[src/shared/lcis_defs.svh]
// Purpose: Register offsets, field positions and reset values
// Assumes: APB byte addresses, one register per aligned word
// Notes:   Offsets are local to this block
`ifndef LCIS_DEFS_SVH
`define LCIS_DEFS_SVH
`define LCIS_NCELL        3
`define LCIS_OFF_CON      12'h000
`define LCIS_OFF_POL      12'h004
`define LCIS_OFF_SEL0     12'h008
`define LCIS_OFF_GLS0     12'h018
`define LCIS_CELL_STRIDE  12'h040
`define LCIS_OFF_DATA     12'h100
`define LCIS_OFF_IRQ_STAT 12'h104
`define LCIS_OFF_IRQ_MASK 12'h108
`define LCIS_CON_EN       7
`define LCIS_CON_OUT      5
`define LCIS_CON_INTP     4
`define LCIS_CON_INTN     3
`define LCIS_POL_OUT      7
`define LCIS_RST_BYTE     8'h00
`define LCIS_CON_WMASK    8'h9f
`define LCIS_POL_WMASK    8'h8f
`define LCIS_WORD_BYTES   12'h004
`define LCIS_CODE_RSV7    5'h07
`define LCIS_CODE_RSV17   5'h11
`endif

[src/shared/lcis_pkg.sv]
// Purpose: Types for the logic cell block
// Assumes: lcis_defs.svh for numeric constants
// Notes:   Candidate vector index equals select code
package lcis_pkg;
  typedef enum logic [2:0] {
    LCIS_AND_OR, LCIS_OR_XOR, LCIS_AND4, LCIS_SR,
    LCIS_DFF_S_R, LCIS_DFF2_R, LCIS_JK_R, LCIS_DLAT_S_R
  } lcis_mode_t;
  typedef struct packed {
    logic       enable;
    logic       rise_irq_enable;
    logic       fall_irq_enable;
    lcis_mode_t function_mode;
  } lcis_ctrl_t;
  typedef struct packed {
    logic [1:0] fosc_fast;
    logic [1:0] slow_rc;
    logic       pin_change_flag;
    logic [4:0] timer_events;
    logic [1:0] async_serial_port;
    logic       zero_cross_output;
    logic [1:0] sync_serial_port;
    logic [3:0] modulator_capture;
    logic [1:0] complementary_out;
    logic [1:0] comparator_output;
  } lcis_periph_t;
endpackage

[src/core/lcis_top.sv]
// Purpose: Three configurable logic cells with APB registers
// Assumes: Candidates other than cell outputs are external and synchronised here
// Notes:   Outputs registered; cells may cascade via their outputs
// Function
// RULE1: Select, gate, function, polarity stages per cell
// RULE2: Configuration changes take effect while running
// RULE3: Four 32-way input multiplexers per cell
// RULE4: Five-bit code indexes the chosen candidate
// RULE5: Select registers use bits 4:0, rest zero
// RULE6: Software writes selects before trusting output
// RULE7: Codes 31..28 route the four clocks
// RULE8: Codes 27..22 route flag and timer events
// RULE9: Codes 21..16 route serial and zero-cross
// RULE10: Codes 15..8 route modulators, compare, comparators
// RULE11: Codes 6..4 route cell outputs 3..1
// RULE12: Codes 3..0 route the four input pins
// RULE13: Control register enable, output, irq enables, mode
// RULE14: Gates combine picked inputs, then gate invert
// RULE15: Output edges set flags; outputs mirrored
`timescale 1ns/1ps
`include "lcis_defs.svh"
module lcis_top #(
  parameter int NCELL = `LCIS_NCELL
) (
  input  wire logic                 pclk,
  input  wire logic                 presetn,
  input  wire logic                 psel,
  input  wire logic                 penable,
  input  wire logic                 pwrite,
  input  wire logic [11:0]          paddr,
  input  wire logic [31:0]          pwdata,
  input  wire logic [3:0]           pstrb,
  output logic      [31:0]          prdata,
  output logic                      pready,
  output logic                      pslverr,
  input  wire logic                 fosc,
  input  wire logic                 fast_internal_oscillator,
  input  wire logic                 slow_internal_oscillator,
  input  wire logic                 converter_rc_clock,
  input  wire lcis_pkg::lcis_periph_t periph,
  input  wire logic [3:0]           cell_input_pin,
  output logic      [NCELL-1:0]     cell_output,
  output logic                      irq
);
  import lcis_pkg::*;

  logic [31:0]      cand_meta  [NCELL];
  logic [31:0]      cand_sync  [NCELL];
  logic [31:0]      cand       [NCELL];
  logic [7:0]       con_q      [NCELL];
  logic [7:0]       pol_q      [NCELL];
  logic [4:0]       sel_q      [NCELL][4];
  logic [7:0]       gls_q      [NCELL][4];
  logic [NCELL-1:0] out_q;
  logic [NCELL-1:0] out_prev_q;
  logic [NCELL-1:0] st_q;
  logic [NCELL-1:0] mask_q;
  logic [NCELL-1:0] out_d;
  logic [NCELL-1:0] rise_ev;
  logic [NCELL-1:0] fall_ev;
  logic [NCELL-1:0] irq_set;
  logic [NCELL-1:0] st_clr;
  logic [31:0]      ext_raw;
  logic             wr_en;
  logic             rd_en;

  // Byte address of one cell register
  function automatic logic [11:0] cell_addr(input int c,
                                           input logic [11:0] off);
    cell_addr = off + 12'(c) * `LCIS_CELL_STRIDE;
  endfunction

  // Combine selected true and inverted inputs in one gate
  function automatic logic gate_or(input logic [3:0] d,
                                   input logic [7:0] pick);
    logic r;
    r = 1'b0;
    for (int i = 0; i < 4; i++) begin
      r = r | (pick[2*i+1] & d[i]) | (pick[2*i] & ~d[i]);
    end
    gate_or = r;
  endfunction

  // Byte address of input select m of cell c
  function automatic logic [11:0] sel_addr(input int c, input int m);
    sel_addr = cell_addr(c, `LCIS_OFF_SEL0 + 12'(m) * `LCIS_WORD_BYTES);
  endfunction

  // Byte address of gate m of cell c
  function automatic logic [11:0] gls_addr(input int c, input int m);
    gls_addr = cell_addr(c, `LCIS_OFF_GLS0 + 12'(m) * `LCIS_WORD_BYTES);
  endfunction

  // Logic function of one cell, q is the present output
  function automatic logic cell_logic(input lcis_mode_t mode,
                                      input logic [3:0] g,
                                      input logic       q);
    logic r;
    r = 1'b0;
    case (mode)
      LCIS_AND_OR: begin
        r = (g[0] & g[1]) | (g[2] & g[3]);
      end
      LCIS_OR_XOR: begin
        r = (g[0] | g[1]) ^ (g[2] | g[3]);
      end
      LCIS_AND4: begin
        r = &g;
      end
      LCIS_SR: begin
        if (g[0] | g[1]) begin
          r = 1'b1;
        end else if (g[2] | g[3]) begin
          r = 1'b0;
        end else begin
          r = q;
        end
      end
      LCIS_DFF_S_R: begin
        if (g[2]) begin
          r = 1'b0;
        end else if (g[3]) begin
          r = 1'b1;
        end else begin
          r = g[1];
        end
      end
      LCIS_DFF2_R: begin
        r = (g[2] | g[3]) ? 1'b0 : g[1];
      end
      LCIS_JK_R: begin
        if (g[2]) begin
          r = 1'b0;
        end else if (g[1] & g[3]) begin
          r = ~q;
        end else if (g[1]) begin
          r = 1'b1;
        end else if (g[3]) begin
          r = 1'b0;
        end else begin
          r = q;
        end
      end
      LCIS_DLAT_S_R: begin
        if (g[2]) begin
          r = 1'b0;
        end else if (g[3]) begin
          r = 1'b1;
        end else if (g[0]) begin
          r = g[1];
        end else begin
          r = q;
        end
      end
      default: begin
        r = 1'b0;
      end
    endcase
    cell_logic = r;
  endfunction

  assign pready  = 1'b1;
  assign pslverr = 1'b0;
  assign wr_en   = psel & penable & pwrite & pstrb[0];
  assign rd_en   = psel & ~pwrite;

  // Candidate vector, cell outputs fill in per cell below
  always_comb begin
    ext_raw = '0;
    ext_raw[31] = fosc; // RULE7
    ext_raw[30] = fast_internal_oscillator; // RULE7
    ext_raw[29] = slow_internal_oscillator; // RULE7
    ext_raw[28] = converter_rc_clock; // RULE7
    ext_raw[27] = periph.pin_change_flag; // RULE8
    ext_raw[26:22] = periph.timer_events; // RULE8
    ext_raw[21:20] = periph.async_serial_port; // RULE9
    ext_raw[19] = periph.zero_cross_output; // RULE9
    ext_raw[18] = periph.sync_serial_port[1]; // RULE9
    ext_raw[16] = periph.sync_serial_port[0]; // RULE9
    ext_raw[15:12] = periph.modulator_capture; // RULE10
    ext_raw[11:10] = periph.complementary_out; // RULE10
    ext_raw[9:8] = periph.comparator_output; // RULE10
    ext_raw[3:0] = cell_input_pin; // RULE12
  end

  // Two-stage synchroniser for every outside candidate
  always_ff @(posedge pclk or negedge presetn) begin
    if (!presetn) begin
      for (int c = 0; c < NCELL; c++) begin
        cand_meta[c] <= '0;
        cand_sync[c] <= '0;
      end
    end else begin
      for (int c = 0; c < NCELL; c++) begin
        cand_meta[c] <= ext_raw;
        cand_sync[c] <= cand_meta[c];
      end
    end
  end

  always_comb begin
    for (int c = 0; c < NCELL; c++) begin
      cand[c] = cand_sync[c];
      cand[c][`LCIS_CODE_RSV17] = 1'b0;
      cand[c][`LCIS_CODE_RSV7] = 1'b0;
      for (int k = 0; k < NCELL; k++) begin
        cand[c][4+k] = out_q[k]; // RULE11
      end
    end
  end

  // Per-cell datapath: select, gate, function, polarity
  always_comb begin
    for (int c = 0; c < NCELL; c++) begin
      logic [3:0] d;
      logic [3:0] g;
      logic       f;
      d = '0;
      g = '0;
      f = 1'b0;
      for (int m = 0; m < 4; m++) begin
        d[m] = cand[c][sel_q[c][m]]; // RULE3 RULE4
      end
      for (int m = 0; m < 4; m++) begin
        g[m] = gate_or(d, gls_q[c][m]) ^ pol_q[c][m]; // RULE14
      end
      f = cell_logic(lcis_mode_t'(con_q[c][2:0]), g, out_q[c]); // RULE13
      out_d[c] = con_q[c][`LCIS_CON_EN] &
                 (f ^ pol_q[c][`LCIS_POL_OUT]); // RULE1 RULE2
    end
  end

  always_ff @(posedge pclk or negedge presetn) begin
    if (!presetn) begin
      out_q      <= '0;
      out_prev_q <= '0;
    end else begin
      out_q      <= out_d;
      out_prev_q <= out_q;
    end
  end

  assign cell_output = out_q;

  always_comb begin
    for (int c = 0; c < NCELL; c++) begin
      rise_ev[c] = out_q[c] & ~out_prev_q[c];
      fall_ev[c] = ~out_q[c] & out_prev_q[c];
      irq_set[c] = (rise_ev[c] & con_q[c][`LCIS_CON_INTP]) |
                   (fall_ev[c] & con_q[c][`LCIS_CON_INTN]); // RULE15
    end
  end

  always_comb begin
    st_clr = '0;
    if (wr_en && paddr == `LCIS_OFF_IRQ_STAT) begin
      st_clr = pwdata[NCELL-1:0];
    end
  end

  // Sticky flags, a new event wins over a clear
  always_ff @(posedge pclk or negedge presetn) begin
    if (!presetn) begin
      st_q <= '0;
    end else begin
      st_q <= (st_q & ~st_clr) | irq_set; // RULE15
    end
  end

  always_ff @(posedge pclk or negedge presetn) begin
    if (!presetn) begin
      mask_q <= '0;
    end else if (wr_en && paddr == `LCIS_OFF_IRQ_MASK) begin
      mask_q <= pwdata[NCELL-1:0];
    end
  end

  assign irq = |(st_q & mask_q);

  // Control register, live output bit is not stored
  always_ff @(posedge pclk or negedge presetn) begin
    if (!presetn) begin
      for (int c = 0; c < NCELL; c++) begin
        con_q[c] <= `LCIS_RST_BYTE;
      end
    end else if (wr_en) begin
      for (int c = 0; c < NCELL; c++) begin
        if (paddr == cell_addr(c, `LCIS_OFF_CON)) begin
          con_q[c] <= pwdata[7:0] & `LCIS_CON_WMASK; // RULE13 RULE2
        end
      end
    end
  end

  // Output and gate inversion bits
  always_ff @(posedge pclk or negedge presetn) begin
    if (!presetn) begin
      for (int c = 0; c < NCELL; c++) begin
        pol_q[c] <= `LCIS_RST_BYTE;
      end
    end else if (wr_en) begin
      for (int c = 0; c < NCELL; c++) begin
        if (paddr == cell_addr(c, `LCIS_OFF_POL)) begin
          pol_q[c] <= pwdata[7:0] & `LCIS_POL_WMASK; // RULE2
        end
      end
    end
  end

  // Input select codes, five bits stored
  always_ff @(posedge pclk or negedge presetn) begin
    if (!presetn) begin
      for (int c = 0; c < NCELL; c++) begin
        for (int m = 0; m < 4; m++) begin
          sel_q[c][m] <= '0;
        end
      end
    end else if (wr_en) begin
      for (int c = 0; c < NCELL; c++) begin
        for (int m = 0; m < 4; m++) begin
          if (paddr == sel_addr(c, m)) begin
            sel_q[c][m] <= pwdata[4:0]; // RULE5 RULE2
          end
        end
      end
    end
  end

  // Gate input picks
  always_ff @(posedge pclk or negedge presetn) begin
    if (!presetn) begin
      for (int c = 0; c < NCELL; c++) begin
        for (int m = 0; m < 4; m++) begin
          gls_q[c][m] <= `LCIS_RST_BYTE;
        end
      end
    end else if (wr_en) begin
      for (int c = 0; c < NCELL; c++) begin
        for (int m = 0; m < 4; m++) begin
          if (paddr == gls_addr(c, m)) begin
            gls_q[c][m] <= pwdata[7:0]; // RULE14
          end
        end
      end
    end
  end

  // Registered read data, zero for unmapped addresses
  always_ff @(posedge pclk or negedge presetn) begin
    if (!presetn) begin
      prdata <= '0;
    end else if (rd_en && !penable) begin
      prdata <= '0;
      if (paddr == `LCIS_OFF_DATA) begin
        prdata <= 32'(out_q); // RULE15
      end else if (paddr == `LCIS_OFF_IRQ_STAT) begin
        prdata <= 32'(st_q);
      end else if (paddr == `LCIS_OFF_IRQ_MASK) begin
        prdata <= 32'(mask_q);
      end
      for (int c = 0; c < NCELL; c++) begin
        if (paddr == cell_addr(c, `LCIS_OFF_CON)) begin
          prdata <= 32'(con_q[c] | (8'(out_q[c]) << `LCIS_CON_OUT));
        end else if (paddr == cell_addr(c, `LCIS_OFF_POL)) begin
          prdata <= 32'(pol_q[c]);
        end
        for (int m = 0; m < 4; m++) begin
          if (paddr == sel_addr(c, m)) begin
            prdata <= 32'(sel_q[c][m]); // RULE5
          end else if (paddr == gls_addr(c, m)) begin
            prdata <= 32'(gls_q[c][m]);
          end
        end
      end
    end
  end
endmodule

[config.mk]
export PLATFORM = sky130hd
export DESIGN_NAME = lcis_top
export DESIGN_NICKNAME = d
export VERILOG_FILES = /design/src/shared/lcis_pkg.sv /design/src/core/lcis_top.sv
export VERILOG_INCLUDE_DIRS = /design/src /design/src/shared
export SDC_FILE = /design/constraint.sdc
export NUM_CORES = 1
export LEC_CHECK = 0
export BUFFER_PORTS_ARGS = -buffer_cell sky130_fd_sc_hd__buf_2
export CORE_AREA = 5 5 174 176
export CTS_CLUSTER_DIAMETER = 80
export DETAILED_ROUTE_END_ITERATION = 7
export DIE_AREA = 0 0 179 181
export PLACE_DENSITY_LB_ADDON = 0.05
export SYNTH_ARGS = -nofsm -noshare
export SYNTH_HDL_FRONTEND = slang
export SYNTH_SLANG_ARGS = --single-unit
[constraint.sdc]
create_clock -name pclk -period 7.98 [get_ports pclk]
set_input_delay 1.197 -clock pclk [delete_from_list [all_inputs] [get_ports pclk]]
set_output_delay 1.197 -clock pclk [all_outputs]
set_load 0.01 [all_outputs]
* After elaboration in Yosys (flattened, before gate mapping)
Cells that the tools add are included.
** Storage, ports and cells
- Output and inout bits :: 38
- Register bits after elaboration :: 287
- Bits of input ports :: 84
- Logic and storage cells :: 505
** Cells by class
- Reductions and logical operators :: 42
- Order comparisons :: 12
- Equal/unequal tests :: 53
- Mux-type cells :: 97
- Bitwise gates (word level) :: 264
** Operators with widths (count)
- 32-bit 2-to-1 mux :: 30
- 1-bit AND :: 124
- 12-bit by 7-bit == test with 1-bit output (second input constant) :: 10
- 12-bit by 8-bit == test with 1-bit output (second input constant) :: 10
- 1-bit bitwise OR :: 96
- 5-bit by 6-bit < comparator with 1-bit output (second input constant) :: 12
- 1-bit binary-select mux with 5-bit select :: 12
- 2-bit AND reduction :: 30
- 12-bit by 5-bit == test with 1-bit output (second input constant) :: 4
- 1-bit 2-to-1 mux :: 48
- 12-bit by 9-bit == test with 1-bit output (second input constant) :: 3
- 3-bit == test (second input constant) :: 12
- 12-bit by 4-bit == test with 1-bit output (second input constant) :: 2
- 12-bit by 6-bit == test with 1-bit output (second input constant) :: 2
- 8-bit by 6-bit bitwise OR with 8-bit output :: 3
- 1-bit one-hot mux with 8 select lines :: 3
- 1-bit NOT :: 19
- 3-bit by 2-bit == test with 1-bit output (second input constant) :: 6
- 1-bit bitwise XOR :: 18
- 12-bit by 3-bit == test with 1-bit output (second input constant) :: 1
- 12-bit logical NOT :: 1
- 3-bit 2-to-1 mux :: 4
- 4-bit AND reduction :: 3
- 3-bit by 1-bit == test with 1-bit output (second input constant) :: 3
- other kinds (7) :: 12

* Depth between registers and ports, before layout
- Depth after elaboration :: 34
- Mapped depth :: 15
- Mapped depth without buffers :: 12

* Worst setup path before layout
OpenSTA, ideal clock, no wires.
- Path kind :: input-to-reg
- Start point :: input paddr[7]
- End point :: register prdata[0]
- Cell stages on the path :: 13
- Arrival :: 3.642 ns
- Path slack :: 4.205 ns
- Buffers on the path :: 1
- Data required time :: 7.846 ns
- Setup time :: 0.134 ns
- Path through :: or4b_1 > clkbuf_1 > nor2_1 > a2111oi_0 > a2111oi_0 > a2111o_1 > nand3_1 > a221oi_1 > nor3_1 > o31ai_1 > a31oi_1 > a2111oi_0 > o21ai_1
** Between the ends
- Word-level cells in the longest chain between the ends :: 34
- Elaborated cells on any way between the ends :: 66
- Those cells by class :: eq/ne: 32; mux: 33; reduce/logical: 1
** RTL lines
- start, declared :: RTL line lcis_top.sv:30 : input wire logic [11:0] paddr,
- 12-bit by 9-bit == test with 1-bit output (no source line)
- 3-bit 2-to-1 mux :: RTL line lcis_top.sv:358 : end else if (paddr == `LCIS_OFF_IRQ_MASK) begin
- 3-bit 2-to-1 mux :: RTL line lcis_top.sv:356 : end else if (paddr == `LCIS_OFF_IRQ_STAT) begin
- 3-bit 2-to-1 mux :: RTL line lcis_top.sv:354 : if (paddr == `LCIS_OFF_DATA) begin
- 32-bit 2-to-1 mux :: RTL line lcis_top.sv:364 : end else if (paddr == cell_addr(c, `LCIS_OFF_POL)) begin
- 32-bit 2-to-1 mux :: RTL line lcis_top.sv:362 : if (paddr == cell_addr(c, `LCIS_OFF_CON)) begin
- 32-bit 2-to-1 mux :: RTL line lcis_top.sv:370 : end else if (paddr == gls_addr(c, m)) begin
- 32-bit 2-to-1 mux :: RTL line lcis_top.sv:368 : if (paddr == sel_addr(c, m)) begin
- (+18 left out)
- 32-bit 2-to-1 mux :: RTL line lcis_top.sv:370
- 32-bit 2-to-1 mux :: RTL line lcis_top.sv:368
- 32-bit 2-to-1 mux :: RTL line lcis_top.sv:370
- 32-bit 2-to-1 mux :: RTL line lcis_top.sv:368
- 32-bit 2-to-1 mux :: RTL line lcis_top.sv:370
- 32-bit 2-to-1 mux :: RTL line lcis_top.sv:368
- 32-bit 2-to-1 mux :: RTL line lcis_top.sv:370
- 32-bit 2-to-1 mux * :: RTL line lcis_top.sv:368
- end signal, assigned :: RTL line lcis_top.sv:365 : prdata <= 32'(pol_q[c]);
- end signal, assigned :: RTL line lcis_top.sv:369 : prdata <= 32'(sel_q[c][m]);
- end signal, assigned :: RTL line lcis_top.sv:371 : prdata <= 32'(gls_q[c][m]);
- end, declared :: RTL line lcis_top.sv:33 : output logic [31:0] prdata,
Every way passes the cells marked *; elsewhere a longest branch is shown, timed or not.
A chain may end at the register's enable or synchronous reset.

* Worst setup path in the final report
- Start point :: input paddr[9]
- End point :: register prdata[0]
Same word-level chain as after synthesis.

==> impl.org <==
** Outcome
- The run finished with clean final reports.

** Power and ir drop
- Registers are responsible for a little under half of the overall power.
- The analysis attributes to net switching a power of 712 uW.
- Relative contribution of the clock network to total power :: between 40 and 50%
- Part of the power in combinational logic :: 5.8%
- Ratio of total power to cell area :: about 170 mW/mm^2
- Of the total power, the share spent switching nets is 24.0%.
- Total leakage power :: 7.47 nW
- Pint :: ~2.3 mW
- VDD sags by at most 182 uV.

** Worst setup path
- Cell chain of the critical path :: buf_2 > or4_1 > nor2_2 > and2_1 > nor2b_1 > a2111o_1 > nand3_1 > a221oi_1 > nor3_1 > o31ai_1 > a31oi_1 > a2111oi_0 > o21ai_1
- Crit-path max FO :: 18
- Crit path largest cell delay :: roughly 0.87 ns
- STA classifies the critical path startpoint as an input pin.
- Delay-heaviest family, CP :: simple AND/OR/NAND/NOR gates
- The critical path in this run is classified as input pin to flop.
- STA puts the critical path data arrival time at 5.00 ns.
- On the critical path, the stage with the largest delay is an instance of sky130_fd_sc_hd__or4_1.
- Critical path buffer and inverter count :: 1
- Data required, critical path :: 8.40 ns
- The worst setup path is captured at a flop.

** CTS
- No sink is reached through more buffers than the 3 on the longest clock path.
- Once the clock tree was built, the setup fixing pass inserted 0 buffers.
- Clock-pin slew was measured on the worst setup and hold paths at 0.06 ns.
- Number of H-tree branching levels :: 1
- Total of cells resized after clock tree synthesis :: 0
- For the worst-skew pair, the clock arrives at the later sink with an insertion delay of 0.55 ns.
- The number of clock buffers added by TritonCTS is 29.
- In this run, post-CTS hold repair placed 0 buffers.
- CTS tree :: done
- # clock sinks :: 263
- Library cell used as clock root buffer :: sky130_fd_sc_hd__clkbuf_16

** Yosys
- Primary flip-flop cell chosen by synthesis mapping :: sky130_fd_sc_hd__dfrtp_1
- Yosys mapped the design onto 94 distinct sky130hd cell types.
- Averaged over all synthesized cells, the footprint is between 10 and 15 sq um.
- Warnings, synthesis :: 0
- Fraction of the yosys area taken by sequential cells :: 39.6%
- Of the post-synthesis cell area, the dominant cell type holds 39.6%.
- Most common cell in the netlist :: sky130_fd_sc_hd__dfrtp_1
- Yosys mapped a number of flops with a built-in enable equal to 0.
- The biggest area contributor in the post-synthesis netlist is sky130_fd_sc_hd__dfrtp_1.
- Ranked by total cell area, the synthesized netlist is headed by sky130_fd_sc_hd__dfrtp_1 (40%), sky130_fd_sc_hd__mux2_2 (14%), sky130_fd_sc_hd__mux2i_1 (8.5%), sky130_fd_sc_hd__mux4_2 (4.5%), sky130_fd_sc_hd__nand2_1 (2.5%).
- Ranked by instance count, the synthesized netlist is headed by sky130_fd_sc_hd__dfrtp_1 (263), sky130_fd_sc_hd__mux2_2 (209), sky130_fd_sc_hd__mux2i_1 (141).
- The cell count after synthesis came out at 1538.
- After synthesis, the share of flip-flops with an asynchronous set or reset is 100%.
- Post-synthesis sequential element count :: 263
- The cell area that synthesis handed to floorplanning was 0.0166 sq mm.

** Final layout
- Multi-input gate area in the final layout :: 0.00925 sq mm
- Diode count :: 0
- The area growth from synthesis to layout is 7.18%.
- The net count of the finished layout is about 1.6k.
- Summing all flip-flop and latch instances after layout gives between 0.006 and 0.007 sq mm.
- Leaving out filler cells and counting taps, the final layout contains 1923.
- The layout has between 2k and 2.5k filler cells.
- Fraction of layout instances using a drive strength above 1 :: 26.3%

** STA
- Maximum achievable frequency :: 218 MHz
- The number of hold violations in the final report was 0.
- Of the available clock period, the critical path in the final layout requires 57.4%.
- Headroom to the max-slew limit :: slightly below 30%
- For the final routed database, the setup TNS stands at 0 ns.
- Counting I/O delays and the setup requirement, the final critical path takes between 4 and 5 ns.
- Unrepaired setup endpoints after global routing :: false
- Pins over their slew limit :: 0
- At the pin with the least slew margin, the transition time is 1.06 ns.
- Clock Skew :: 0.0111 ns
- Setup violation total in the final timing report :: 0
- On the final layout, the worst hold slack is 0.346 ns.

** Routing
- Total iterations of the first detailed-routing run :: 6
- The count of nets left with antenna violations once routing finished came out at 0.
- Via density per instance :: just under 7
- Total met3 wirelength after detailed routing :: 4.03 mm
- Total Wirelength :: 51.1 mm
- Initial detailed-routing violation count :: 1509
- Total number of vias :: roughly 13k
- The highest layer touched by signal routing is met4.
- Routed metal-1 wire length :: 20.9 mm
- Met2 routed wirelength :: 23.8 mm
- In the routed design, unresolved DRC markers number 0.
- Post-DR wirelength/cell :: 26.6 um

** Global route
- The first global-routing pass estimated 78.3 mm of wire.
- The number of antenna violations at the first check in global routing came to 0.
- Global routing used 31.1% of the available tracks.
- For this run the aggregate overflow at the end of global routing stands at 0.
- Entering global routing, the biggest net connects approximately 140 pins.
- The via count of the first global-routing pass was 13.1k.

** Floorplanning
- Number of cell rows :: 62
- Effective utilization at floorplan :: 58.3%
- From left edge to right edge, the die measures 179 um.
- Core box area :: 0.0285 sq mm
- Pin placement for this block handled 122 I/O pins.
- The die covers approximately 0.032 sq mm.
- The floorplan step set the die height to 181 um.

** Placement
- The count of buffers added on input and output ports is 64.
- Placed insts :: approximately 1.9k
- Weighted congestion at the end of routability-driven global placement :: 0.995
- Placed wire-length estimate after detailed placement :: between 30 and 40 mm

** Job
- Max cap viols :: 0

** Hold path
- The min-delay analysis places its worst path in the category flop to flop.
-- state kept, by name, indices dropped and copies added, names as in the netlist --
register     count
cand            27
cand_meta       27
cell_output      3
con_q           18
gls_q           96
mask_q           3
out_prev_q       3
pol_q           15
prdata           8
sel_q           60
st_q             3
-- routing by layer --
| metal | vias up | global-route usage, % |
|---|---|---|
| met5 | - | 0 |
| met4 | 0 | 11.9 |
| met3 | 156 | 4.97 |
| met2 | 668 | 49.5 |
| met1 | 6718 | 42.8 |
| li1 | 5751 | - |
-- path summary, 6_finish.rpt --
| kind | slack [ns] | depth (start not counted) | to | start |
|---|---|---|---|---|
| max reg2reg | 3.67 | 12 | cell_output[1]$_DFF_PN0_ | sel_q[20]$_DFFE_PN0P_ |
| max | 3.40 | 13 | prdata[0]$_DFFE_PN0P_ | paddr[9] |
| min reg2reg | 0.35 | 0 | cand[28]$_DFF_PN0_ | cand_meta[28]$_DFF_PN0_ |
| min | 0.35 | 0 | cand[28]$_DFF_PN0_ | cand_meta[28]$_DFF_PN0_ |
| max in group asynchronous | 5.87 | 2 | gls_q[27]$_DFFE_PN0P_ | presetn |
| min in group asynchronous | 0.74 | 1 | cand_meta[30]$_DFF_PN0_ | presetn |
-- metrics by stage --
stage	total power, mW	util (%)	cell area, sq um	setup slack (ns)
after floorplan	1.50	-	16700	4.20
after global placement	1.58	59.0	16800	3.03
after detailed placement	1.58	59.0	16800	2.99
after CTS	2.98	62.5	17800	3.53
after global routing	3.06	62.5	17800	3.31
final	2.96	62.5	17800	3.40
-- placed cells by master, fill, tap and decap left out, drive strengths merged, types with 7 or more instances in the layout --
cell type | Yosys | final
and2 | 19 | 19
inv | 17 | 17
nor2 | 82 | 82
a221oi | 24 | 24
o211ai | 11 | 11
o221ai | 16 | 16
o21ai | 47 | 47
a22o | 8 | 8
clkbuf | 80 | 38
buf | 70 | 75
o311ai | 7 | 7
dfrtp | 263 | 263
a22oi | 29 | 29
a31oi | 8 | 8
nand2b | 21 | 21
a2111oi | 7 | 7
nor4b | 8 | 8
nand3b | 14 | 14
nand2 | 112 | 112
nand4 | 22 | 22
nor2b | 17 | 17
mux4 | 37 | 37
a211oi | 13 | 13
a21oi | 33 | 33
o22ai | 13 | 13
mux2 | 212 | 212
nor4 | 10 | 10
nor3b | 10 | 10
conb | 2 | 26
a221o | 10 | 10
nand3 | 49 | 49
mux2i | 141 | 141
nor3 | 30 | 30
-- cell type report --
| class | count | area share [%] |
|---|---|---|
| clock inverters | 15 | 1.07 |
| clock buffers | 38 | 4.55 |
| inverters | 17 | 0.358 |
| well taps | 384 | 2.70 |
| flip-flops and latches | 263 | 37.0 |
| repair buffers | 75 | 2.39 |
| multi-input cells | 1131 | 52.0 |
-- cells by family after synthesis --
group                  after synthesis  synth area share (%)
buffers and inverters              168                  5.30
XOR/XNOR                             8                 0.512
other                                2                0.0452
AND/OR/NAND/NOR                    431                  13.7
flip-flops                         263                  39.6
AO/OA/AOI/OAI                      276                  12.8
multiplexers                       390                  28.0
-- power groups by stage --
stage | sequential, mW | clock [mW] | combinational (mW)
2_1_floorplan | 1.38 | 0 | 0.115
3_3_place_gp | 1.41 | 0 | 0.167
3_5_place_dp | 1.41 | 0 | 0.169
4_1_cts | 1.39 | 1.42 | 0.170
5_1_grt | 1.39 | 1.48 | 0.186
6_report | 1.39 | 1.40 | 0.171
(Power assumes the default switching activity.)
